===== src/logic/odc_defs.svh =====
// constants of the octal dac channel core: offsets, fields, resets, timing
// assumes 32-bit apb with byte addresses on paddr[7:0]
//
// Notes on behaviour
// - per-channel span bit: clear gain one, set two
// - output codes are unsigned straight binary 16-bit
// - 2-bit mode: normal, 1k, 7.7k, 32k off
// - modes reset to 3, amplifier off
// - powered-down modes keep registers fully usable
// - reference is input after reset; bit enables internal
// - monitor selects one of 27 sources
// - invalid monitor select write is ignored
// - monitor code 0x19 routes die temperature
// - eight channels, each staging and output register
// - direct output write acts now, staging untouched
// - broadcast staging write fills masked channels
// - broadcast output write fills masked channels
// - failed output update sets readable error flag
// - load copies selected staging to output together
// - load pin falls: load; low: staging transparent
// - pin load mask, resets all ones
// - soft trigger a or b starts the load
// - soft load mask, resets all ones
`ifndef ODC_DEFS_SVH
`define ODC_DEFS_SVH

`define ODC_NCH            8
`define ODC_A_MODE         8'h00
`define ODC_A_SPAN         8'h04
`define ODC_A_REF          8'h08
`define ODC_A_MON          8'h0c
`define ODC_A_BST_MASK     8'h10
`define ODC_A_BOUT_MASK    8'h14
`define ODC_A_PIN_MASK     8'h18
`define ODC_A_SOFT_MASK    8'h1c
`define ODC_A_TRIG         8'h20
`define ODC_A_STATUS       8'h24
`define ODC_A_BST_WORD     8'h28
`define ODC_A_BOUT_WORD    8'h2c
`define ODC_STAGE_BASE     3'h2
`define ODC_OUT_BASE       3'h3

`define ODC_MODE_RST       16'hffff
`define ODC_MASK_RST       8'hff
`define ODC_MON_TEMP       5'h19
`define ODC_MON_LAST       5'h1a
`define ODC_MON_CURR_BASE  5'h08
`define ODC_MON_CURR_LAST  5'h0f

`define ODC_TRIG_A_BIT     0
`define ODC_TRIG_B_BIT     1
`define ODC_ST_ERR_BIT     0

`define ODC_CLK_NS         20
`define ODC_UPD_GAP_NS     640
`define ODC_UPD_GAP_CYC    ((`ODC_UPD_GAP_NS + `ODC_CLK_NS - 1) / `ODC_CLK_NS)

`endif


===== src/logic/odc_pkg.sv =====
// types of the octal dac channel core
// assumes odc_defs.svh for all numeric constants
package odc_pkg;
    typedef logic [15:0] odc_code_t;
    typedef logic [5:0]  odc_gap_t;
    typedef enum logic [1:0] {
        ODC_MODE_NORMAL,
        ODC_MODE_PD_1K,
        ODC_MODE_PD_7K7,
        ODC_MODE_PD_32K
    } odc_mode_t;
    typedef enum logic [1:0] {
        ODC_MON_OFF,
        ODC_MON_VOLT,
        ODC_MON_CURR,
        ODC_MON_TEMP
    } odc_mon_t;
endpackage : odc_pkg


===== src/logic/odc_core.sv =====
// octal dac channel core: staging/output registers, loads, modes, monitor
// assumes an apb master on pclk and an asynchronous load pin
//
// Decided for this implementation: the APB register port and the address map.
`timescale 1ns/10ps
`default_nettype none
`include "odc_defs.svh"
module odc_core
    import odc_pkg::*;
(
    input  wire logic         pclk,
    input  wire logic         presetn,
    input  wire logic         psel,
    input  wire logic         penable,
    input  wire logic         pwrite,
    input  wire logic [7:0]   paddr,
    input  wire logic [31:0]  pwdata,
    output logic              pready,
    output logic [31:0]       prdata,
    output logic              pslverr,
    input  wire logic         load_strobe_n,
    output logic [127:0]      dac_code,
    output logic [15:0]       channel_output_mode,
    output logic [7:0]        output_active,
    output logic [7:0]        output_span,
    output logic              int_ref_enable,
    output logic [4:0]        monitor_source_select,
    output odc_mon_t          monitor_route
);
    // ==========================================================
    // functions
    function automatic logic mon_valid(input logic [4:0] code);
        return code <= `ODC_MON_LAST;
    endfunction : mon_valid

    function automatic odc_mon_t mon_kind(input logic [4:0] code);
        if (code == `ODC_MON_TEMP)
            return ODC_MON_TEMP;
        else if (code < `ODC_MON_CURR_BASE)
            return ODC_MON_VOLT;
        else if (code <= `ODC_MON_CURR_LAST)
            return ODC_MON_CURR;
        else
            return ODC_MON_OFF;
    endfunction : mon_kind

    // ==========================================================
    // state
    odc_code_t   stage_q [`ODC_NCH];
    odc_code_t   out_q   [`ODC_NCH];
    logic [7:0]  bst_mask_q;
    logic [7:0]  bout_mask_q;
    logic [7:0]  pin_mask_q;
    logic [7:0]  soft_mask_q;
    logic        err_q;
    logic        err_d;
    logic        pin_prev_q;
    odc_gap_t    gap_q;
    odc_gap_t    gap_d;
    logic [31:0] rd_data;

    // ==========================================================
    // apb decode
    logic       acc;
    logic       acc_wr;
    logic       acc_rd0;
    logic       sel_stage;
    logic       sel_out;
    logic [2:0] ch;
    logic       mapped;
    logic       wr_ok;

    assign acc       = psel & penable;
    assign acc_rd0   = acc & ~pready;
    assign sel_stage = paddr[7:5] == `ODC_STAGE_BASE && paddr[1:0] == 2'h0;
    assign sel_out   = paddr[7:5] == `ODC_OUT_BASE && paddr[1:0] == 2'h0;
    assign ch        = paddr[4:2];
    assign mapped    = sel_stage | sel_out | (paddr <= `ODC_A_BOUT_WORD && paddr[1:0] == 2'h0);
    assign acc_wr    = acc & pready & pwrite & mapped;
    assign wr_ok     = acc_wr;

    logic w_mode;
    logic w_span;
    logic w_ref;
    logic w_mon;
    logic w_bstm;
    logic w_boutm;
    logic w_pinm;
    logic w_softm;
    logic w_trig;
    logic w_stat;
    logic w_bst;
    logic w_bout;

    assign w_mode  = wr_ok && paddr == `ODC_A_MODE;
    assign w_span  = wr_ok && paddr == `ODC_A_SPAN;
    assign w_ref   = wr_ok && paddr == `ODC_A_REF;
    assign w_mon   = wr_ok && paddr == `ODC_A_MON;
    assign w_bstm  = wr_ok && paddr == `ODC_A_BST_MASK;
    assign w_boutm = wr_ok && paddr == `ODC_A_BOUT_MASK;
    assign w_pinm  = wr_ok && paddr == `ODC_A_PIN_MASK;
    assign w_softm = wr_ok && paddr == `ODC_A_SOFT_MASK;
    assign w_trig  = wr_ok && paddr == `ODC_A_TRIG;
    assign w_stat  = wr_ok && paddr == `ODC_A_STATUS;
    assign w_bst   = wr_ok && paddr == `ODC_A_BST_WORD;
    assign w_bout  = wr_ok && paddr == `ODC_A_BOUT_WORD;

    // ==========================================================
    // load pin and triggers
    logic pin_sync;
    logic pin_fall;
    logic pin_low;
    logic soft_fire;

    odc_sync u_pin_sync (
        .pclk     (pclk),
        .presetn  (presetn),
        .pin_in   (load_strobe_n),
        .pin_sync (pin_sync)
    );

    assign pin_fall  = pin_prev_q & ~pin_sync;
    assign pin_low   = ~pin_sync;
    assign soft_fire = w_trig & (pwdata[`ODC_TRIG_A_BIT] | pwdata[`ODC_TRIG_B_BIT]);

    // ==========================================================
    // per-channel update paths
    logic [7:0] want;
    logic [7:0] stage_wr;
    logic       gap_free;
    logic       upd_any;
    logic       upd_fail;
    odc_code_t  upd_val [`ODC_NCH];

    assign gap_free = gap_q == '0;

    genvar n;
    generate
        for (n = 0; n < `ODC_NCH; n++) begin : g_ch
            logic wr_out;
            logic bc_out;
            logic load;
            logic trans;
            assign wr_out      = wr_ok & sel_out & (ch == 3'(n));
            assign bc_out      = w_bout & bout_mask_q[n];
            assign stage_wr[n] = (wr_ok & sel_stage & (ch == 3'(n))) | (w_bst & bst_mask_q[n]);
            assign load        = (pin_fall & pin_mask_q[n]) | (soft_fire & soft_mask_q[n]);
            assign trans       = stage_wr[n] & pin_low & pin_mask_q[n];
            assign want[n]     = wr_out | bc_out | load | trans;
            assign upd_val[n]  = (wr_out | bc_out | trans) ? pwdata[15:0] : stage_q[n];

            always_ff @(posedge pclk or negedge presetn) begin
                if (!presetn) begin
                    stage_q[n] <= '0;
                    out_q[n]   <= '0;
                end else begin
                    if (stage_wr[n])
                        stage_q[n] <= pwdata[15:0];
                    if (want[n] & gap_free)
                        out_q[n] <= upd_val[n];
                end
            end

            always_ff @(posedge pclk or negedge presetn) begin
                if (!presetn)
                    dac_code[16*n +: 16] <= '0;
                else if (want[n] & gap_free)
                    dac_code[16*n +: 16] <= upd_val[n];
            end

            always_ff @(posedge pclk or negedge presetn) begin
                if (!presetn)
                    output_active[n] <= 1'b0;
                else
                    output_active[n] <= odc_mode_t'(channel_output_mode[2*n +: 2]) == ODC_MODE_NORMAL;
            end
        end
    endgenerate

    // ==========================================================
    // update spacing guard and error flag
    assign upd_any  = |want;
    assign upd_fail = upd_any & ~gap_free;
    assign gap_d    = (upd_any & gap_free) ? odc_gap_t'(`ODC_UPD_GAP_CYC - 1)
                    : (gap_free ? gap_q : gap_q - 6'h01);
    assign err_d    = upd_fail | (err_q & ~(w_stat & pwdata[`ODC_ST_ERR_BIT]));

    always_ff @(posedge pclk or negedge presetn) begin
        if (!presetn) begin
            gap_q      <= '0;
            err_q      <= 1'b0;
            pin_prev_q <= 1'b1;
        end else begin
            gap_q      <= gap_d;
            err_q      <= err_d;
            pin_prev_q <= pin_sync;
        end
    end

    // ==========================================================
    // configuration registers
    always_ff @(posedge pclk or negedge presetn) begin
        if (!presetn) begin
            channel_output_mode   <= `ODC_MODE_RST;
            output_span           <= '0;
            int_ref_enable        <= 1'b0;
            monitor_source_select <= '0;
            monitor_route         <= ODC_MON_VOLT;
            bst_mask_q            <= '0;
            bout_mask_q           <= '0;
            pin_mask_q            <= `ODC_MASK_RST;
            soft_mask_q           <= `ODC_MASK_RST;
        end else begin
            if (w_mode)
                channel_output_mode <= pwdata[15:0];
            if (w_span)
                output_span <= pwdata[7:0];
            if (w_ref)
                int_ref_enable <= pwdata[0];
            if (w_mon && mon_valid(pwdata[4:0])) begin
                monitor_source_select <= pwdata[4:0];
                monitor_route         <= mon_kind(pwdata[4:0]);
            end
            if (w_bstm)
                bst_mask_q <= pwdata[7:0];
            if (w_boutm)
                bout_mask_q <= pwdata[7:0];
            if (w_pinm)
                pin_mask_q <= pwdata[7:0];
            if (w_softm)
                soft_mask_q <= pwdata[7:0];
        end
    end

    // ==========================================================
    // read mux and apb answer
    always_comb begin
        rd_data = '0;
        if (sel_stage)
            rd_data[15:0] = stage_q[ch];
        else if (sel_out)
            rd_data[15:0] = out_q[ch];
        else begin
            unique case (paddr)
                `ODC_A_MODE:      rd_data[15:0] = channel_output_mode;
                `ODC_A_SPAN:      rd_data[7:0]  = output_span;
                `ODC_A_REF:       rd_data[0]    = int_ref_enable;
                `ODC_A_MON:       rd_data[4:0]  = monitor_source_select;
                `ODC_A_BST_MASK:  rd_data[7:0]  = bst_mask_q;
                `ODC_A_BOUT_MASK: rd_data[7:0]  = bout_mask_q;
                `ODC_A_PIN_MASK:  rd_data[7:0]  = pin_mask_q;
                `ODC_A_SOFT_MASK: rd_data[7:0]  = soft_mask_q;
                `ODC_A_STATUS:    rd_data[2:0]  = {~gap_free, pin_sync, err_q};
                default:          rd_data       = '0;
            endcase
        end
    end

    always_ff @(posedge pclk or negedge presetn) begin
        if (!presetn) begin
            pready  <= 1'b0;
            prdata  <= '0;
            pslverr <= 1'b0;
        end else begin
            pready  <= acc_rd0;
            pslverr <= acc_rd0 & ~mapped;
            if (acc_rd0)
                prdata <= (pwrite | ~mapped) ? 32'h0000_0000 : rd_data;
        end
    end
endmodule : odc_core
`default_nettype wire


===== src/logic/odc_sync.sv =====
// two-flop synchroniser for a pin level
// assumes the pin idles high
`timescale 1ns/10ps
`default_nettype none
module odc_sync (
    input  wire logic pclk,
    input  wire logic presetn,
    input  wire logic pin_in,
    output logic      pin_sync
);
    logic meta_q;

    always_ff @(posedge pclk or negedge presetn) begin
        if (!presetn) begin
            meta_q   <= 1'b1;
            pin_sync <= 1'b1;
        end else begin
            meta_q   <= pin_in;
            pin_sync <= meta_q;
        end
    end
endmodule : odc_sync
`default_nettype wire


===== config.mk =====
export PLATFORM = sky130hd
export DESIGN_NAME = odc_core
export DESIGN_NICKNAME = d
export VERILOG_FILES = /design/src/logic/odc_pkg.sv /design/src/logic/odc_core.sv /design/src/logic/odc_sync.sv
export VERILOG_INCLUDE_DIRS = /design/src /design/src/logic
export SDC_FILE = /design/constraint.sdc
export NUM_CORES = 1
export LEC_CHECK = 0
export BUFFER_PORTS_ARGS = -buffer_cell sky130_fd_sc_hd__buf_2
export CAP_MARGIN = 20
export CORE_ASPECT_RATIO = 1.25
export CORE_MARGIN = 3
export CORE_UTILIZATION = 50
export DETAILED_ROUTE_END_ITERATION = 6
export GPL_TIMING_DRIVEN = 0
export PLACE_DENSITY = 0.71
export SKIP_CTS_REPAIR_TIMING = 1
export SYNTH_ARGS = -nofsm -noshare
export SYNTH_HDL_FRONTEND = slang
export SYNTH_HIERARCHICAL = 1
export SYNTH_SLANG_ARGS = --single-unit

===== constraint.sdc =====
create_clock -name pclk -period 3.7 [get_ports pclk]
set_input_delay 0.74 -clock pclk [delete_from_list [all_inputs] [get_ports pclk]]
set_output_delay 0.74 -clock pclk [all_outputs]
set_load 0.005 [all_outputs]

# Word-level counts from Yosys, hierarchy flattened
# Index checks and enable logic that the tools add are counted.
# word_totals
reg_bits,372
input_bits,46
out_inout_bits,202
elab_cells,270
# op_classes
n_addsub,1
n_lt_le_gt_ge,5
n_eq_ne,22
muxes,27
bitwise_logic,145
n_reduce_logical,29
# op_table
op,n
16-bit two-way mux,15
16-bit binary-select mux with 3-bit select,2
1-bit AND,86
1-bit OR,53
"8-bit by 5-bit == test with 1-bit output, second input constant",4
"8-bit by 6-bit == test with 1-bit output, second input constant",4
2-bit logical NOT,9
3-bit one-hot mux with 6 select lines,1
"8-bit by 4-bit == test with 1-bit output, second input constant",2
1-bit logical AND,16
2-bit one-hot mux with 8 select lines,1
2-bit one-hot mux with 7 select lines,1
"3-bit by 2-bit == test with 1-bit output, second input constant",4
"3-bit == test, second input constant",4
6-bit two-way mux,2
1-bit one-hot mux with 9 select lines,1
"8-bit by 3-bit == test with 1-bit output, second input constant",1
"8-bit by 6-bit <= comparator with 1-bit output, second input constant",1
8-bit logical NOT,1
8-bit two-way mux,1
8-bit OR reduction,1
6-bit logical NOT,1
2-bit two-way mux,3
"6-bit by 1-bit subtractor with 6-bit output, second input constant",1
other kinds (10),14

# Longest topological paths before layout
# Gate-level depths: netlist (run 1).
# logic_depth
depth_word,14
depth_mapped,11
ltp_nobuf,7

# By module
# The synthesis (run 1) kept the hierarchy.
# by_module_without_submodules
mod,instances,cells_per_inst,area_per_inst_um2
odc_core,1,1485,17817.1
odc_sync,1,2,52.6

# Worst setup path after synthesis (run 1)
# Ideal clock, no wire load.
# synth_path
path_kind,input -> register
start,input port paddr[4]
end,register stage_q[101] (netlist name)
setup_ns,0.125
arrival_ns,2.821
slack_ns,0.755
stages,8
cell_sequence,buf_2 or4b_1 buf_2 nor3_2 a32o_1 buf_2 buf_2 mux2_2
# synth_via
elab_chain_cells,7
elab_cells_between_ends,11
# synth_rtl
item,line,text
"start, declared",odc_core.sv:16,"input wire logic [7:0] paddr,"
8-bit by 6-bit <= comparator with 1-bit output (no source line),n/a,
1-bit logical AND,odc_core.sv:78,assign mapped = sel_stage | sel_out | (paddr <= `ODC_A_BOUT_WORD && paddr[1:0] == 2'h0);
1-bit OR,odc_core.sv:78,
1-bit AND,odc_core.sv:79,assign acc_wr = acc & pready & pwrite & mapped;
1-bit AND / 1-bit logical AND (equally long branches),n/a,
1-bit AND,odc_core.sv:146,assign stage_wr[n] = (wr_ok & sel_stage & (ch == 3'(n))) | (w_bst & bst_mask_q[n]);
1-bit OR (*),odc_core.sv:146,
"end signal, assigned by index",odc_core.sv:158,stage_q[n] <= pwdata[15:0];
"end, declared",odc_core.sv:49,odc_code_t stage_q [`ODC_NCH];
# Mark *: on every way between the ends. The rest lies on a longest branch, timed or not.
# A chain may end at the register's enable or synchronous reset.

# Final worst setup path (run 1)
# layout_path
start,register pready
end,register gap_q[1]
# layout_via
elab_chain_cells,12
elab_cells_between_ends,109
# layout_rtl
item,line,text
"start, declared",odc_core.sv:18,"output logic pready,"
"start signal, assigned",odc_core.sv:265,pready <= acc_rd0;
1-bit AND (*) (3 in series),odc_core.sv:79,
1-bit AND / 1-bit logical AND (equally long branches),n/a,
1-bit AND (on tied branches),"odc_core.sv:146, odc_core.sv:124",
1-bit OR / 1-bit AND (equally long branches),"odc_core.sv:146, odc_core.sv:147",
1-bit AND / 1-bit OR (equally long branches),"odc_core.sv:148, odc_core.sv:147",
1-bit AND / 1-bit OR (equally long branches),"odc_core.sv:148, odc_core.sv:149",
1-bit OR,odc_core.sv:149,assign want[n] = wr_out | bc_out | load | trans;
8-bit OR reduction (*),odc_core.sv:182,assign upd_any = |want;
1-bit AND (*),odc_core.sv:184,assign gap_d = (upd_any & gap_free) ? odc_gap_t'(`ODC_UPD_GAP_CYC - 1)
2-bit by 1-bit != test with 1-bit output (no source line) / 6-bit two-way mux (equally long branches),n/a,
"end signal, assigned",odc_core.sv:194,gap_q <= gap_d;
"end, declared",odc_core.sv:58,odc_gap_t gap_q;
# Marked as above.

==> results of run 1 <==
-- worst max path at each step --
stage | start | to | slack [ns] | cells after the start
after global routing | paddr[2] | prdata[2] | 0.03 | 9
final | pready | gap_q[1] | 0.11 | 9
after CTS | u_pin_sync/pin_sync | gap_q[1] | -0.29 | 7
after floorplan | paddr[4] | stage_q[101] | 0.75 | 8
after global placement | presetn | stage_q[11] | -4.98 | 1
after detailed placement | psel | gap_q[1] | -0.76 | 10
-- per-stage QoR --
step	area, sq um	setup WS (ns)	utilization (%)	hold WS (ns)
5_1_grt	20900	0.02916	59.88	0.3028
3_3_place_gp	19520	-4.983	55.94	0.3496
3_5_place_dp	19610	-0.7613	56.18	0.3513
6_report	20900	0.1075	59.89	0.2702
2_1_floorplan	17930	0.7548	-	0.3452
4_1_cts	20870	-0.2919	59.79	0.2908
-- power by group through the flow --
stage | clock network [mW] | logic (mW) | registers, mW
floorplan | 0 | 0.292 | 4.04
global placement | 0 | 0.522 | 4.05
detailed placement | 0 | 0.551 | 4.05
CTS | 3.90 | 0.553 | 3.98
global route | 4.06 | 0.594 | 3.99
finish | 3.89 | 0.553 | 3.98
-- cell usage in the layout (no fill, tap or decap), types with 12 or more instances in the layout --
cell         n
dfrtp_1    320
conb_1      16
o21ai_0     12
nand2_1     69
a31oi_1     20
mux2_2     190
a22oi_1     25
nor2_1     165
mux4_2      64
dfstp_2     36
clkbuf_1    77
buf_4       25
clkbuf_16   41
nand4_1     18
a21oi_1    138
mux2i_1    138
buf_2      250
-- cell type report --
cell class	instances	area [sq um]	area share [%]
Tap cell	468	585.6	2.802
Clock buffer	63	1189	5.687
Sequential cell	356	8954	42.84
Inverter	5	18.77	0.08979
Buffer	146	709.4	3.394
Antenna cell	2	5.005	0.02394
Clock inverter	7	68.82	0.3292
Multi-Input combinational cell	995	8268	39.56
Timing Repair Buffer	207	1104	5.280
-- metal layers --
metal,vias to the layer above,part of all wire (%),global-route usage (%),wire [um]
li1,5933,-,-,-
met1,7217,35,40.34,23170
met2,825,48,55.41,31470
met3,255,7.4,5.969,4815
met4,2,8.9,26.00,5833
met5,-,0.020,0,13
-- cells by family after synthesis --
kind of cell | after synthesis | share of synthesized area, %
other | 1 | 0.02099
muxes | 392 | 27.77
adders and majority gates | 2 | 0.1400
DFF | 356 | 50.11
xor gates and xnor gates | 3 | 0.1471
buffers and inverters | 151 | 4.075
AOI/OAI and AO/OA | 249 | 8.689
and+or+nand+nor | 333 | 9.054
-- state kept, by name (all words and copies together) (netlist names), 16 cells and up --
signal               cells
dac_code               112
prdata                  16
channel_output_mode     16
stage_q                128
out_q                   16
-- worst max-delay path: cells and delay by family, from the launching register on --
family                 cells  cell delay [ns]
AOI/OAI and AO/OA          2             1.12
muxes                      1             0.26
and+or+nand+nor            4             1.26
buffers and inverters      2             0.47
DFF                        1             0.40
==> flow_metrics.env, run 1 <==
export IMPL_firstDrtPassIters=5
export IMPL_ys_warn_count=6
export IMPL_r2r_end="gap_q[1]"
export IMPL_max_slew_worst_pin_slew_ns=1.100
export IMPL_async_flop_share_pct=100.0
export IMPL_fin_nets=1797
export IMPL_cp_max_fo=10
export IMPL_p_leak_nw=10.29
export IMPL_place_congestion=0.9784
export IMPL_synthTopCellsByArea="dfrtp_1 (45%), mux2_2 (12%), mux4_2 (8.1%)"
export IMPL_grt_pass1_wl_um=95240
export IMPL_synthCells=1487
export IMPL_setup_viol=0
export IMPL_finalMaxSlewViolations=0
export IMPL_io_pins=248
export IMPL_port_buffers=202
export IMPL_cts_sinks=356
export IMPL_path_cells="and4_1 -> clkbuf_1 -> buf_2 -> nand4_1 -> o2111ai_2 -> a221oi_2 -> nand4_1 -> nor4b_4 -> mux2i_1"
export IMPL_reg2reg_slack_ns=0.11
export IMPL_cts_max_path_buffers=3
export IMPL_fillers=2910
export IMPL_p_total_mw=8.420
export IMPL_fin_crit_sh_pct=97.09
export IMPL_power_net_switching_mw=2.040
export IMPL_rr_worst_depth=9
export IMPL_clockRootBuffer="clkbuf_16"
export IMPL_start_util_pct=51.20
export IMPL_slowest_delay_ns=0.59
export IMPL_htree_levels=2
export IMPL_crit_path_start_kind="register"
export IMPL_end_kind="register"
export IMPL_power_density_nw_per_um2=402.9
export IMPL_clkTransAtPathRegs_ns=0.06
export IMPL_critPathKind="reg -> reg"
export IMPL_gr_usage_all_layers_pct=34.06
export IMPL_cpMostUsedCell="nand4_1"
export IMPL_avgViaCountPerCell=6.328
export IMPL_syn_area_per_cell_sq_um=12.02
export IMPL_synth_edf_count=0
export IMPL_rows=76
export IMPL_worstPathArrival_ns=4.05
export IMPL_syn2layout_area_growth_pct=16.97
export IMPL_layout_min_cycle_time_ns=3.592
export IMPL_setup_tns_final_ns=0
export IMPL_clkLatencyLatePin_ns=0.55
export IMPL_drt_iter0_markers=1365
export IMPL_antenna_found_initial=3
export IMPL_place_inst=2176
export IMPL_switching_share_pct=24.23
export IMPL_drive_gt1_share_pct=36.65
export IMPL_wl_per_cell_um=29.03
export IMPL_fmax_mhz=278.4
export IMPL_ant_nets=0
export IMPL_coreArea_sq_um=34900
export IMPL_netlist_cell_type_count=65
export IMPL_yosys_area_top_type="dfrtp_1"
export IMPL_yosysSeqAreaShare_pct=50.11
export IMPL_first_global_vias=14654
export IMPL_slew_headroom_pct=26.67
export IMPL_cts_tree="done"
export IMPL_yosys_area_top_type_share_pct=44.81
export IMPL_reg2reg_from="pready"
export IMPL_grt_ovfl_total=0
export IMPL_p_int_mw=6.380
export IMPL_die_width_um=175.1
export IMPL_drt_wl_total_um=65300
export IMPL_synth_most_common_cell="dfrtp_1"
export IMPL_cts_made_buffers=38
export IMPL_ir_drop_v=0.0003740
export IMPL_power_frac_comb_pct=6.6
export IMPL_hold_viol=0
export IMPL_clock_skew_ns=0.01552
export IMPL_seq_power_share_pct=47.3
export IMPL_cp_required_ns=4.16
export IMPL_yosys_top_cells_count="dfrtp_1 (320), mux2_2 (190), nor2_1 (165)"
export IMPL_dp_hpwl_um=47120
export IMPL_outcome="finished clean"
export IMPL_final_cells=2249
export IMPL_min_path_type="in -> async"
export IMPL_synth_top_flop_cell="dfrtp_1"
export IMPL_crit_slowest_cell="nor4b_4"
export IMPL_ys_ff_latch=356
export IMPL_vias=14232
export IMPL_syn_area_sq_um=17870
export IMPL_power_frac_clock_pct=46.2
export IMPL_chipHeight_um=217.4
export IMPL_max_cap_violations=0
export IMPL_rsz0062_at_grt="no"
export IMPL_grt_max_degree=123
export IMPL_drt_drc_violations_left=0
export IMPL_dieArea_sq_um=38060
No activity file was read; power rests on OpenSTA's default activity.
==> run 2: changes to the inputs <==
--- a/config.mk
+++ b/config.mk
@@ -6,6 +6,7 @@
 export SDC_FILE = /design/constraint.sdc
 export NUM_CORES = 1
 export LEC_CHECK = 0
+export ABC_AREA = 1
 export BUFFER_PORTS_ARGS = -buffer_cell sky130_fd_sc_hd__buf_2
 export CAP_MARGIN = 20
 export CORE_ASPECT_RATIO = 1.25
==> run 2 against run 1 <==
- largest power group is now the clock network
- sequential power barely moved
- register-to-register slack improved by 0.25 ns
- highest routed layer is now met4
- critical path type is now in -> reg
- power rose by 3.2%
- die area fell by 0.62%
- final area fell by 0.20%
- synthesized area fell by 0.64%
- synthesized cell count rose by 45%
- count of clock-buffer cells in the layout fell by 1
- the flow now finishes with violations (design-rule violations)
- sequential share of layout area rose by 0.087 points
- non-clock buffer count rose by 17
- global-route usage rose by 7.4 points
- via count rose by 28%
==> flow_metrics.env, run 2 <==
export IMPL_yosysSeqAreaShare_pct=50.43
export IMPL_synth_xor_area_share_pct=0.09866
export IMPL_synthTopCellsByArea="dfrtp_1 (45%), nand2_1 (13%), o21ai_0 (7.2%)"
export IMPL_grt_max_degree=114
export IMPL_netlist_cell_type_count=47
export IMPL_fmax_mhz=271.8
export IMPL_antenna_found_initial=1
export IMPL_rows=76
export IMPL_outcome="finished with violations"
export IMPL_ant_nets=0
export IMPL_regMostFlops="stage_q"
export IMPL_placed_area_sq_um=19570
export IMPL_synthCells=2160
export IMPL_synth_top_family_by_area="simple AND/OR/NAND/NOR gates"
export IMPL_grt_ovfl_total=0
export IMPL_setup_viol=0
export IMPL_gr_usage_all_layers_pct=41.45
export IMPL_critPathKind="in -> reg"
export IMPL_top_regs="stage_q: 128 flops, dac_code: 112 flops"
export IMPL_clkLatencyLatePin_ns=0.55
export IMPL_async_flop_share_pct=100.0
export IMPL_yosys_top_cells_count="nand2_1 (596), dfrtp_1 (320), o21ai_0 (254)"
export IMPL_firstDrtPassIters=7
export IMPL_dieArea_sq_um=37820
export IMPL_drive_gt1_share_pct=19.13
export IMPL_start_util_pct=51.15
export IMPL_yosys_area_top_type="dfrtp_1"
export IMPL_max_slew_worst_pin_slew_ns=1.101
export IMPL_postLayoutCellArea_sq_um=20860
export IMPL_fin_crit_sh_pct=99.44
export IMPL_drt_drc_violations_left=8
export IMPL_synth_mux_area_share_pct=2.939
export IMPL_max_cap_violations=0
export IMPL_slew_headroom_pct=26.63
export IMPL_end_kind="register"
export IMPL_yosys_area_top_type_share_pct=45.10
export IMPL_dp_hpwl_um=60680
export IMPL_wl_per_cell_um=27.38
export IMPL_power_density_nw_per_um2=416.6
export IMPL_crit_path_start_kind="primary input"
export IMPL_ys_ff_latch=356
export IMPL_cts_made_buffers=39
export IMPL_cts_max_path_buffers=3
export IMPL_first_global_vias=17540
export IMPL_diodes=0
export IMPL_drt_wl_total_um=80230
export IMPL_fin_nets=2483
export IMPL_synth_compound_area_share_pct=17.56
export IMPL_vias=18262
export IMPL_syn_area_sq_um=17750
export IMPL_setup_tns_final_ns=0
export IMPL_worstPathArrival_ns=4.11
export IMPL_cts_tree="done"
export IMPL_synthSimpleGateAreaFrac_pct=21.40
export IMPL_port_buffers=215
export IMPL_die_width_um=174.5
export IMPL_syn_area_per_cell_sq_um=8.220
export IMPL_chipHeight_um=216.7
export IMPL_cp_max_fo=10
export IMPL_final_common_cell="nand2_1"
export IMPL_crit_slowest_cell="o22ai_1"
export IMPL_place_congestion=1.023
export IMPL_layout_min_cycle_time_ns=3.679
export IMPL_synthAdderAreaFrac_pct=0.1409
export IMPL_avgViaCountPerCell=6.233
export IMPL_cp_required_ns=4.13
export IMPL_violations="design-rule violations"
export IMPL_synth_most_common_cell="nand2_1"
export IMPL_cts_sinks=356
export IMPL_ir_drop_v=0.0003441
export IMPL_min_path_type="in -> async"
export IMPL_path_cells="buf_2 -> nor2_2 -> clkinv_1 -> clkbuf_1 -> buf_1 -> o22ai_1 -> o311ai_0 -> nand3_1 -> nand2_1"
export IMPL_syn2layout_area_growth_pct=17.48
export IMPL_rsz0062_at_grt="no"
export IMPL_finalMaxSlewViolations=0
export IMPL_grt_pass1_wl_um=115300
export IMPL_synth_edf_count=0
export IMPL_htree_levels=2
export IMPL_clock_skew_ns=0.01131
export IMPL_final_cell_mix="nand2_1 (596), dfrtp_1 (320), o21ai_0 (254), buf_2 (241)"
export IMPL_synth_top_flop_cell="dfrtp_1"
export IMPL_coreArea_sq_um=34710
export IMPL_ys_warn_count=6
export IMPL_clockRootBuffer="clkbuf_16"
export IMPL_drt_iter0_markers=2335
export IMPL_largest_reg_flops=128
export IMPL_p_leak_nw=10.62
export IMPL_io_pins=248
export IMPL_slowest_delay_ns=0.57
export IMPL_hold_viol=0
export IMPL_clkTransAtPathRegs_ns=0.06
==> run 2: cell types whose count changed after synthesis, sizes merged, moves of 23 or more <==
| cell | delta |
|---|---|
| nor2 | -30 |
| mux2 | -144 |
| mux4 | -64 |
| nand3 | +81 |
| buf | -23 |
| clkbuf | +28 |
| nand2 | +540 |
| nand4 | +36 |
| o21ai | +266 |
| mux2i | -138 |
| o22ai | +84 |
| inv | +142 |
| a21oi | -34 |
==> run 2: critical path: cells and delay by family <==
family                 cells  cell delay, ns
buffers and inverters      4            1.70
AO/OA/AOI/OAI              2            0.83
AND/OR/NAND/NOR            3            0.81
==> run 2: report_power, final <==
| part | total, mW | internal [mW] | switching (mW) |
|---|---|---|---|
| registers | 3.96 | 3.94 | 0.0227 |
| logic | 0.751 | 0.166 | 0.585 |
| clock network | 3.98 | 2.34 | 1.64 |
| total | 8.69 | 6.44 | 2.25 |
==> run 2: worst paths after layout <==
path / startpoint / endpoint / slack, ns / depth (start not counted)
setup reg to reg: pready / dac_code[17] / 0.36 / 12
min in group pclk: load_strobe_n / u_pin_sync/meta_q / 0.29 / 1
hold / removal: presetn / bst_mask_q[1] / 0.14 / 1
setup / recovery: paddr[2] / prdata[7] / 0.02 / 9
hold reg to reg: u_pin_sync/meta_q / u_pin_sync/pin_sync / 0.36 / 0
max in group asynchronous: presetn / channel_output_mode[11] / 2.57 / 2
==> run 2: per-stage QoR <==
| step | instances | setup slack, ns | hold slack [ns] | utilization (%) | total power, mW |
|---|---|---|---|---|---|
| after CTS | 2930 | -0.1418 | 0.1653 | 60.09 | 8.667 |
| after floorplan | 2175 | 1.114 | 0.3452 | - | 4.367 |
| after global routing | 2930 | 0.1091 | 0.1777 | 60.10 | 8.892 |
| after global placement | 2858 | -5.121 | 0.3474 | 56.10 | 4.730 |
| final | 2930 | 0.02085 | 0.1423 | 60.10 | 8.690 |
| after detailed placement | 2862 | -0.7159 | 0.3485 | 56.39 | 4.757 |
==> run 2: area by class of cell <==
cell class	instances	area, sq um
Sequential cell	356	8954
Buffer	151	742.0
Clock inverter	6	58.81
Tap cell	468	585.6
Multi-Input combinational cell	1516	7546
Inverter	152	573.1
Clock buffer	62	1226
Fill cell	3171	13850
Timing Repair Buffer	219	1174
==> run 2: cells by family after synthesis <==
kind of cell,after synthesis
adder cells (fa/ha/maj),2
flip-flops,356
buffers and inverters,303
AO/OA/AOI/OAI,547
AND/OR/NAND/NOR,903
other,1
XOR/XNOR,2
multiplexers,46
==> run 2: per-layer routing <==
metal	vias up	routed length [um]	track usage (%)
met5	-	0	0
met4	0	8059	32.76
met3	367	7361	5.924
met2	1348	35970	64.46
met1	8704	28850	51.97
li1	7843	-	-
